## config.mk

```make
export PLATFORM = sky130hd
export DESIGN_NAME = channel_service_scheduler
export DESIGN_NICKNAME = d
export VERILOG_FILES = /design/src/include/css_pkg.sv /design/src/verilog/channel_service_scheduler.sv
export SDC_FILE = /design/constraint.sdc
export NUM_CORES = 2
export LEC_CHECK = 0
export BUFFER_PORTS_ARGS = -buffer_cell sky130_fd_sc_hd__buf_2
export CAP_MARGIN = 20
export CORE_MARGIN = 10
export CORE_UTILIZATION = 50
export CTS_CLUSTER_SIZE = 24
export DETAILED_ROUTE_END_ITERATION = 10
export PLACE_DENSITY = 0.68
export SLEW_MARGIN = 20
export SYNTH_ARGS = -nofsm -noshare
export SYNTH_HDL_FRONTEND = slang
export SYNTH_SLANG_ARGS = --single-unit
```

## constraint.sdc

```tcl
create_clock -name clock -period 9.5 [get_ports clock]
set_input_delay 1.425 -clock clock [delete_from_list [all_inputs] [get_ports clock]]
set_output_delay 1.425 -clock clock [all_outputs]
set_load 0.02 [all_outputs]
```

## src/include/css_pkg.sv

```systemverilog
// Constants and types shared by the channel service scheduler
package css_pkg;
	// =====================================================
	// Geometry and order codes
	localparam int          NCH         = 16;
	localparam logic [5:0]  FC_SETUP_A  = 6'h29;
	localparam logic [5:0]  FC_SETUP_B  = 6'h2d;
	localparam logic [5:0]  FC_RAMCTL   = 6'h15;
	localparam logic [5:0]  FC_PCTL     = 6'h01;
	localparam logic [5:0]  FC_LOADMON  = 6'h14;
	localparam int          DIR_BIT     = 2;
	localparam int          SEL_LO_BIT  = 14;
	localparam int          SEL_HI_BIT  = 15;
	localparam int          RR_MODE_BIT = 0;
	// =====================================================
	// Pause and event constants
	localparam logic [5:0]  PAUSE_LIMIT = 6'h20;
	localparam logic [2:0]  LR_IN_FREE  = 3'h5;
	localparam logic [2:0]  LR_OUT_FREE = 3'h2;
	localparam logic [7:0]  EVT_MASK    = 8'hfc;
	// =====================================================
	// Block mode address map and reset values
	localparam logic [13:0] LINE_TOP    = 14'h01ff;
	localparam logic [13:0] CCB_LO      = 14'h0e00;
	localparam logic [13:0] CCB_HI      = 14'h0fff;
	localparam logic [15:0] LOAD_RST    = 16'h0000;
	localparam logic [1:0]  SP_RST      = 2'h0;
	// =====================================================
	// Enumerations and carriers
	typedef enum logic [1:0] {SVC_IDLE = 2'b00, SVC_DATA = 2'b01, SVC_EXEC = 2'b10, SVC_EVENT = 2'b11} svc_t;
	typedef enum logic [1:0] {XF_IDLE = 2'b00, XF_SETUP = 2'b01, XF_ADDR = 2'b10, XF_RUN = 2'b11} xfer_t;
	typedef enum logic [1:0] {RG_LINE = 2'b00, RG_CCB = 2'b01, RG_PROG = 2'b10} region_t;
	typedef struct packed {
		logic [5:0]  fc;
		logic [3:0]  chan;
		logic [15:0] data;
		logic [15:0] aux;
	} order_t;
	typedef struct packed {
		logic        valid;
		logic        io;
		logic        io_in;
		logic [2:0]  lr;
		logic        wait_y;
		logic        call;
		logic        ret;
		logic [13:0] next_pc;
		logic [13:0] vector;
	} instr_t;
endpackage

```

## src/verilog/channel_service_scheduler.sv

```systemverilog
// Channel service scheduler, executive transfer and background chores
`timescale 1ns/1ns
`default_nettype none
// Behaviour
// - Third control order selects RAM, starts
// - Transfer runs only with no data requests
// - Completion sets done flag, reports channel
// - Transfer error stops it, flags error
// - Line half selects visible tables
// - Block address selects table, block, program
// - Block write stops channel, optional interrupt
// - Scan compares status, acts on change
// - Load counter counts event passes
// - Vectored call pushes return, return pops
// - Requests served, next chosen by priority
// - Yield saves context, event yields release
// - Pause saves context, tallies, rearbitrates
// - Transfer pauses each byte, untallied
// - Forced pause after 32 instructions
// - Pause disable bit stops I/O pauses in any service, the count limit only in data
// - Line register I/O pauses, two exceptions
// - Data, then executive, then events
// - Data service fixed or round robin
// - Event pending when activity bits 2-7 set
// - Nonzero pointer gives separate context
module channel_service_scheduler (
	input  wire logic                 clock,
	input  wire logic                 arst_n,
	input  wire logic                 order_valid,
	input  wire css_pkg::order_t      order,
	input  wire css_pkg::instr_t      instr,
	input  wire logic [15:0]          data_req_hi,
	input  wire logic [15:0]          data_req_lo,
	input  wire logic [15:0][7:0]     activity,
	input  wire logic [15:0]          pause_dis,
	input  wire logic [15:0]          evt_ptr_nz,
	input  wire logic                 xfer_byte_done,
	input  wire logic                 xfer_error,
	input  wire logic [7:0]           scan_status,
	input  wire logic [7:0]           scan_mask,
	input  wire logic [15:0]          scan_en,
	input  wire logic                 blk_valid,
	input  wire logic [13:0]          blk_addr,
	input  wire logic [3:0]           blk_line,
	input  wire logic                 blk_wr_done,
	input  wire logic [15:0]          blk_level_set,
	output css_pkg::svc_t             grant_q,
	output logic [3:0]                grant_chan_q,
	output logic                      ctx_save_q,
	output logic                      ctx_separate_q,
	output logic                      tally_inc_q,
	output logic                      pc_load_q,
	output logic [13:0]               pc_q,
	output logic                      xfer_req_q,
	output logic                      xfer_dir_q,
	output logic                      xfer_ram_sel_q,
	output logic [15:0]               xfer_host_addr_q,
	output logic [13:0]               xfer_ram_addr_q,
	output logic                      rtt_set_q,
	output logic                      rtt_err_q,
	output logic [3:0]                rtt_chan_q,
	output logic                      answer_valid_q,
	output logic [15:0]               answer_q,
	output logic                      scan_rd_q,
	output logic [3:0]                scan_chan_q,
	output logic                      scan_act_q,
	output css_pkg::region_t          blk_region_q,
	output logic [13:0]               blk_phys_q,
	output logic                      blk_stop_q,
	output logic                      blk_intr_q,
	output logic [3:0]                blk_chan_q
);
	// =====================================================
	// Helpers
	// Round-robin search: first set bit after start, wrapping
	function automatic logic [4:0] rr_pick(input logic [15:0] v, input logic [3:0] start);
		logic [4:0] r;
		logic [3:0] k;
		r = 5'h00;
		for (int i = 15; i >= 0; i--)
		begin
			k = 4'(start + 4'(i) + 4'h1);
			if (v[k])
				r = {1'b1, k};
		end
		return r;
	endfunction

	css_pkg::xfer_t xf_q;
	logic [15:0] load_q, range_q, evt_req, data_req;
	logic [3:0]  data_ptr_q, evt_ptr_q, scan_ptr_q;
	logic [5:0]  ins_cnt_q;
	logic        rr_mode_q, scan_due_q, scan_wait_q, load_inc;
	logic [4:0]  data_pick, evt_pick;
	logic [7:0]  prev_q [16];
	logic [13:0] stack_q [16][4];
	logic [1:0]  sp_q [16];
	logic        pause_now, yield_now, io_forced, xf_go, rel_q;

	// Event pending from activity bits 2-7; data from either group
	always_comb
	begin
		for (int i = 0; i < 16; i++)
			evt_req[i] = |(activity[i] & css_pkg::EVT_MASK);
		data_req = data_req_hi | data_req_lo;
		if (rr_mode_q)
			data_pick = rr_pick(data_req, data_ptr_q);
		else if (|data_req_hi)
			data_pick = rr_pick(data_req_hi, 4'hf);
		else
			data_pick = rr_pick(data_req_lo, 4'hf);
		evt_pick = rr_pick(evt_req, evt_ptr_q);
	end

	// Line register I/O forces a pause except status in and config out
	assign io_forced = instr.io && !(instr.io_in && instr.lr == css_pkg::LR_IN_FREE)
		&& !(!instr.io_in && instr.lr == css_pkg::LR_OUT_FREE) && !pause_dis[grant_chan_q];
	assign pause_now = instr.valid && !instr.wait_y && (grant_q == css_pkg::SVC_DATA || grant_q == css_pkg::SVC_EVENT)
		&& (io_forced || (ins_cnt_q == css_pkg::PAUSE_LIMIT - 6'h01
		&& !(grant_q == css_pkg::SVC_DATA && pause_dis[grant_chan_q])));
	assign yield_now = instr.valid && instr.wait_y && (grant_q == css_pkg::SVC_DATA || grant_q == css_pkg::SVC_EVENT);
	assign xf_go = xf_q == css_pkg::XF_RUN;
	assign load_inc = grant_q == css_pkg::SVC_IDLE && !rel_q && data_req == 16'h0000 && !xf_go && !scan_due_q
		&& (!evt_pick[4] || evt_pick[3:0] <= evt_ptr_q);

	// =====================================================
	// Arbiter: a program grant held until it yields or pauses; executive for one byte or scan read
	always_ff @(posedge clock or negedge arst_n)
	begin
		if (!arst_n)
		begin
			grant_q      <= css_pkg::SVC_IDLE;
			grant_chan_q <= 4'h0;
			data_ptr_q   <= 4'hf;
			evt_ptr_q    <= 4'hf;
			ctx_save_q   <= 1'b0;
			tally_inc_q  <= 1'b0;
			rel_q        <= 1'b0;
			ctx_separate_q <= 1'b0;
		end
		else
		begin
			ctx_save_q  <= 1'b0;
			tally_inc_q <= 1'b0;
			rel_q       <= 1'b0;
			case (grant_q)
				css_pkg::SVC_IDLE:
				begin
					// Data first, executive next, events last
					if (!rel_q && data_pick[4])
					begin
						grant_q      <= css_pkg::SVC_DATA;
						grant_chan_q <= data_pick[3:0];
						data_ptr_q   <= data_pick[3:0];
						ctx_separate_q <= evt_ptr_nz[data_pick[3:0]];
					end
					else if (!rel_q && (xf_go || scan_due_q))
						grant_q <= css_pkg::SVC_EXEC;
					else if (!rel_q && evt_pick[4])
					begin
						grant_q      <= css_pkg::SVC_EVENT;
						grant_chan_q <= evt_pick[3:0];
						evt_ptr_q    <= evt_pick[3:0];
						ctx_separate_q <= evt_ptr_nz[evt_pick[3:0]];
					end
				end
				css_pkg::SVC_EXEC:
				begin
					// Transfer gives way after every byte; pauses are not tallied
					if (!xf_go || xfer_byte_done || xfer_error || scan_wait_q)
						grant_q <= css_pkg::SVC_IDLE;
				end
				default:
				begin
					// Paused channel competes again on the next arbitration
					if (pause_now || yield_now)
					begin
						grant_q     <= css_pkg::SVC_IDLE;
						ctx_save_q  <= 1'b1;
						tally_inc_q <= pause_now;
						// An event-level wait always releases for one cycle
						rel_q       <= yield_now && grant_q == css_pkg::SVC_EVENT;
					end
				end
			endcase
		end
	end

	// Instruction count since the grant
	always_ff @(posedge clock or negedge arst_n)
	begin
		if (!arst_n)
			ins_cnt_q <= 6'h00;
		else if (grant_q == css_pkg::SVC_IDLE || pause_now || yield_now)
			ins_cnt_q <= 6'h00;
		else if (instr.valid)
			ins_cnt_q <= ins_cnt_q + 6'h01;
	end

	// Load counter counts passes and wraps without a flag; read by order
	always_ff @(posedge clock or negedge arst_n)
	begin
		if (!arst_n)
		begin
			load_q         <= css_pkg::LOAD_RST;
			answer_valid_q <= 1'b0;
			answer_q       <= 16'h0000;
		end
		else
		begin
			if (load_inc)
				load_q <= load_q + 16'h0001;
			answer_valid_q <= order_valid && order.fc == css_pkg::FC_LOADMON;
			if (order_valid && order.fc == css_pkg::FC_LOADMON)
				answer_q <= load_q;
		end
	end

	// =====================================================
	// Executive RAM transfer: three orders, then background bytes
	always_ff @(posedge clock or negedge arst_n)
	begin
		if (!arst_n)
		begin
			xf_q             <= css_pkg::XF_IDLE;
			rr_mode_q        <= 1'b0;
			xfer_dir_q       <= 1'b0;
			xfer_ram_sel_q   <= 1'b0;
			xfer_host_addr_q <= 16'h0000;
			xfer_ram_addr_q  <= 14'h0000;
			range_q          <= 16'h0000;
			rtt_set_q        <= 1'b0;
			rtt_err_q        <= 1'b0;
			rtt_chan_q       <= 4'h0;
			xfer_req_q       <= 1'b0;
		end
		else
		begin
			rtt_set_q  <= 1'b0;
			xfer_req_q <= grant_q == css_pkg::SVC_EXEC && xf_go && !xfer_byte_done && !xfer_error;
			if (order_valid && order.fc == css_pkg::FC_PCTL)
				rr_mode_q <= order.data[css_pkg::RR_MODE_BIT];
			if (xf_go && (xfer_error || (xfer_req_q && xfer_byte_done && range_q <= 16'h0001)))
			begin
				// Error stops at once; both ends report on the setup channel
				xf_q      <= css_pkg::XF_IDLE;
				rtt_set_q <= 1'b1;
				rtt_err_q <= xfer_error;
			end
			else if (xf_go && xfer_req_q && xfer_byte_done)
			begin
				xfer_host_addr_q <= xfer_host_addr_q + 16'h0001;
				xfer_ram_addr_q  <= xfer_ram_addr_q + 14'h0001;
				range_q          <= range_q - 16'h0001;
			end
			else if (order_valid && !xf_go)
			begin
				if (order.fc == css_pkg::FC_SETUP_A || order.fc == css_pkg::FC_SETUP_B)
				begin
					xf_q             <= css_pkg::XF_SETUP;
					rtt_chan_q       <= order.chan;
					xfer_dir_q       <= order.fc[css_pkg::DIR_BIT];
					xfer_host_addr_q <= order.aux;
					range_q          <= order.data;
				end
				else if (order.fc == css_pkg::FC_RAMCTL && xf_q == css_pkg::XF_SETUP)
				begin
					xf_q            <= css_pkg::XF_ADDR;
					xfer_ram_addr_q <= order.data[13:0];
				end
				else if (order.fc == css_pkg::FC_PCTL && xf_q == css_pkg::XF_ADDR
					&& (order.data[css_pkg::SEL_LO_BIT] || order.data[css_pkg::SEL_HI_BIT]))
				begin
					xf_q           <= css_pkg::XF_RUN;
					xfer_ram_sel_q <= order.data[css_pkg::SEL_HI_BIT];
				end
			end
		end
	end

	// =====================================================
	// Status scan: one channel per executive grant, once per pass
	always_ff @(posedge clock or negedge arst_n)
	begin
		if (!arst_n)
		begin
			scan_due_q  <= 1'b0;
			scan_wait_q <= 1'b0;
			scan_ptr_q  <= 4'h0;
			scan_rd_q   <= 1'b0;
			scan_chan_q <= 4'h0;
			scan_act_q  <= 1'b0;
		end
		else
		begin
			// The last channel of a pass must not launch a stray read of the next one
			scan_rd_q  <= grant_q == css_pkg::SVC_IDLE && !rel_q && !data_pick[4] && !xf_go && scan_due_q
				&& !(scan_wait_q && scan_ptr_q == 4'hf);
			scan_act_q <= 1'b0;
			if (scan_rd_q)
			begin
				scan_chan_q <= scan_ptr_q;
				scan_wait_q <= 1'b1;
			end
			else if (scan_wait_q)
			begin
				scan_wait_q <= 1'b0;
				scan_act_q  <= scan_en[scan_chan_q] && |((scan_status ^ prev_q[scan_chan_q]) & scan_mask);
				scan_ptr_q  <= scan_ptr_q + 4'h1;
				if (scan_ptr_q == 4'hf)
					scan_due_q <= 1'b0;
			end
			else if (load_inc)
				scan_due_q <= 1'b1;
		end
	end

	// Last status seen per channel; cleared so the first pass never compares unknowns
	always_ff @(posedge clock or negedge arst_n)
	begin
		if (!arst_n)
		begin
			for (int i = 0; i < 16; i++)
				prev_q[i] <= 8'h00;
		end
		else if (scan_wait_q)
			prev_q[scan_chan_q] <= scan_status;
	end

	// =====================================================
	// Vectored call and return through a small per-channel stack
	always_ff @(posedge clock or negedge arst_n)
	begin
		if (!arst_n)
		begin
			pc_load_q <= 1'b0;
			pc_q      <= 14'h0000;
			for (int i = 0; i < 16; i++)
				sp_q[i] <= css_pkg::SP_RST;
		end
		else
		begin
			pc_load_q <= instr.valid && (instr.call || instr.ret) && grant_q != css_pkg::SVC_IDLE;
			if (instr.valid && instr.call && grant_q != css_pkg::SVC_IDLE)
			begin
				pc_q <= instr.vector;
				sp_q[grant_chan_q] <= sp_q[grant_chan_q] + 2'h1;
			end
			else if (instr.valid && instr.ret && grant_q != css_pkg::SVC_IDLE)
			begin
				pc_q <= stack_q[grant_chan_q][sp_q[grant_chan_q] - 2'h1];
				sp_q[grant_chan_q] <= sp_q[grant_chan_q] - 2'h1;
			end
		end
	end

	// Return points; a fifth nested call overwrites the oldest
	always_ff @(posedge clock)
	begin
		if (instr.valid && instr.call && grant_q != css_pkg::SVC_IDLE)
			stack_q[grant_chan_q][sp_q[grant_chan_q]] <= instr.next_pc;
	end

	// =====================================================
	// Block mode map and write completion
	always_ff @(posedge clock or negedge arst_n)
	begin
		if (!arst_n)
		begin
			blk_region_q <= css_pkg::RG_PROG;
			blk_phys_q   <= 14'h0000;
			blk_stop_q   <= 1'b0;
			blk_intr_q   <= 1'b0;
			blk_chan_q   <= 4'h0;
		end
		else
		begin
			if (blk_valid)
			begin
				// Tables carry the line half in the top bit; program is shared
				if (blk_addr <= css_pkg::LINE_TOP)
					blk_region_q <= css_pkg::RG_LINE;
				else if (blk_addr >= css_pkg::CCB_LO && blk_addr <= css_pkg::CCB_HI)
					blk_region_q <= css_pkg::RG_CCB;
				else
					blk_region_q <= css_pkg::RG_PROG;
				if (blk_addr <= css_pkg::LINE_TOP || (blk_addr >= css_pkg::CCB_LO && blk_addr <= css_pkg::CCB_HI))
					blk_phys_q <= {blk_line[3], blk_addr[12:0]};
				else
					blk_phys_q <= blk_addr;
			end
			blk_stop_q <= blk_wr_done;
			blk_intr_q <= blk_wr_done && blk_level_set[blk_line];
			if (blk_wr_done)
				blk_chan_q <= blk_line;
		end
	end
endmodule
`default_nettype wire

```

==> impl_metrics.toml <==
[die]
ioPinCount = 452
die_w_microns = 354.8
dieArea_sq_um = 125900
die_height_microns = 354.8
core-area_sq_um = 111000
fp-row-count = 122
initial_core_util_pct = 50.51

[final_layout]
finalNetCount = 4342
syn_to_final_growth_pct = 14.33
fill_cells = 8544
regArea_sq_um = 35040
drive_above_1_share_pct = 33.83
multi_input_area_sq_um = 20080
stdcell_count = 5561

[min_path]
hold_path_class = "reg2reg"

[critical_path]
path_cells = "buf_4 > inv_1 > ha_1 > clkinv_1 > mux4_2 > mux2i_1 > mux2i_1 > nand4_1 > or4_1 > a211o_1 > o211ai_1 > buf_4 > mux4_2 > mux2_2 > a32oi_1 > o21ai_0 > or3_1"
path_max_fanout = 61
critPathArrivalTime_ps = 7510
worstPathRequired_ps = 10050
end_kind = "flop"
criticalPathCategory = "reg2reg"
cp_slowest_stage_delay_ps = 790
crit_slowest_cell = "ha_1"
start_kind = "flop"

[grt]
grt_max_degree = 141
grt_first_pass_wirelength_microns = 219600
antenna_found_initial = 6
overflow = 0
grt_pass1_vias = 34750
track_usage_pct = 22.54

[logic_synthesis]
synth_top_area_cell = "edfxtp_1"
synth_common_cells = "edfxtp_1 (896), mux4_2 (415), dfrtp_1 (315)"
synthMostInstantiatedCell = "edfxtp_1"
syn-num-nets = 3905
ys_types = 92
synth_top_area_share_pct = 48.00
ys_top_cells_by_area = "edfxtp_1 (48%), mux4_2 (17%), dfrtp_1 (14%), mux2_2 (4.0%), nor2_1 (1.7%)"
avgSynthCellArea_sq_um = 15.87
ys_seq_elements = 1220
syn_area_sq_um = 56050
synth_flop_cell = "edfxtp_1"
synth_edf_count = 896
async_reset_ff_share_pct = 26.56
ys_warn_count = 0
synth_cells = 3531
synth-seq-area-share_pct = 62.49

[clock_network]
cts_resized = 0
clk_pin_slew_ps = 60
cts_buffers = 118
cts-root-buf = "clkbuf_16"
post-cts-setup-buffers = 0
holdBufCountCts = 0
htreeDepth = 3
cts_tree = "built"
clock_latency_ps = 740
clockBufferDepth = 3
cts_sinks = 1220

[routing]
drtIter0Drc = 3525
finalWirelength_microns = 145400
viasPerCell = 6.174
via_count = 34330
ant_nets = 0
drc = 0
dr.pass1.iters = 8
highest_layer = "met4"
wl_per_cell_microns = 26.16
routed-wl-met2_microns = 69540
wl_met3_microns = 10930
wl_met1_microns = 59870

[power]
p_leak_uw = 0.02280
comb_power_share_pct = 29.7
switching_power_uw = 4897
pwr-share-clk_pct = 30.2
swShare_pct = 31.54
seqPwrFrac_pct = 40.1
p_int_uw = 10630
power_uw = 15530
power.density_nw_per_um2 = 242.3
vdd_drop_max_v = 0.0002261

[flow_run]
drv_cap = 0

[sta]
max_slew_margin_pct = 29.54
max_slew.worst_pin.slew_ps = 1053
setup_tns_ps = 0
holdWs_ps = 469.1
rsz0062_at_grt = "no"
fin_crit_sh_pct = 73.29
report.final.slew_viol_count = 0
clock.fmax_mhz = 143.6
fin_crit_ps = 6963
finalSetupViolations = 0
fin_ws_ps = 2537
finalHoldViolCount = 0
fin_skew_ps = 77.25

[placed_design]
gp_congestion = 0.9448
dpl.hpwl_microns = 98540
io_buffers = 419
dp_slack_ps = 2021
dp.cells = 5334

[status]
outcome = "finished, final reports clean"
## layout by cell type, fill, tap and decap left out, types with 21 or more instances in the layout
master     instances
dfrtp_1          309
nor2_1           249
buf_2            404
clkinv_2          22
mux2i_1           39
nand2_1          228
buf_4            102
clkbuf_1          21
or2_2             23
xnor2_1           35
edfxtp_1         896
inv_1             55
ha_1              30
a31oi_1           21
nand4_1           21
mux2_2           201
nand3_1           66
o21ai_0          121
mux4_2           415
nor4_1            29
nor3_1            51
a21oi_1          132
o22ai_1           36
clkbuf_16        119
xor2_1            26
clkinv_1          25
## registers in the layout (all words and copies together), names as in the netlist, 6 cells and up, named ones only
| name | count |
|---|---|
| blk_phys_q | 14 |
| prev_q | 128 |
| sp_q | 16 |
| xfer_ram_addr_q | 14 |
| stack_q | 896 |
| range_q | 16 |
| load_q | 16 |
| pc_q | 14 |
| answer_q | 16 |
| ins_cnt_q | 6 |
| xfer_host_addr_q | 16 |
## cell families (layout without fill, tap and decap cells)
family / count (synthesis) / after routing / synth area share (%)
flip-flops: 1220 / 1220 / 62.49
AND/OR/NAND/NOR: 797 / 797 / 6.672
multiplexers: 658 / 658 / 21.54
AO/OA/AOI/OAI: 508 / 508 / 5.904
buffers and inverters: 256 / 792 / 1.743
XOR/XNOR: 62 / 62 / 0.9822
adder cells (fa/ha/maj): 30 / 30 / 0.6697
other: 0 / 6 / 0
## area by class of cell
class	count	area share [%]
Sequential cell	1220	54.68
Multi-Input combinational cell	2055	31.34
Clock buffer	151	5.006
Timing Repair Buffer	512	4.553
Tap cell	1488	2.905
Clock inverter	68	1.136
Inverter	61	0.3573
Antenna cell	6	0.02343
## worst paths after layout
path                                           start                         end  cells after the start  slack [ps]
setup / recovery           data_ptr_q[0]$_DFFE_PN1P_  ctx_separate_q$_DFFE_PN0P_                     17        2540
hold / removal               answer_q[8]$_DFFE_PN0P_     answer_q[8]$_DFFE_PN0P_                      2         470
setup reg to reg           data_ptr_q[0]$_DFFE_PN1P_  ctx_separate_q$_DFFE_PN0P_                     17        2540
hold reg to reg              answer_q[8]$_DFFE_PN0P_     answer_q[8]$_DFFE_PN0P_                      2         470
max in group asynchronous                     arst_n  scan_chan_q[0]$_DFFE_PN0P_                      2        7240
min in group asynchronous                     arst_n       prev_q[0]$_DFFE_PN0P_                      1         780
## power groups by stage
stage	sequential [uW]	combinational, uW	clock [uW]
final	6220	4610	4690
after detailed placement	6330	4570	0
after global routing	6260	4890	5000
after floorplan	6260	3100	0
after global placement	6320	4550	0
after CTS	6230	4590	4790
## worst max-delay path, delay by kind of cell, from the launching register on
kind | cells | cell delay [ps]
buffers and inverters | 4 | 2030
muxes | 5 | 1900
and+or+nand+nor | 3 | 960
adders and majority gates | 1 | 790
AOI/OAI and AO/OA | 4 | 600
DFF | 1 | 510
## routing by layer
layer  up-vias  track usage [%]
met2      1424            36.29
met4         0            7.779
met3       241            4.808
li1      14980                -
met5         -                0
met1     17680            30.43
## per-stage QoR
step                util [%]  cell area, sq um
CTS                    57.65             63980
global route           57.74             64080
floorplan                  -             56050
detailed placement     54.10             60040
global placement       54.10             60040
finish                 57.75             64080
(Power assumes the default switching activity.)
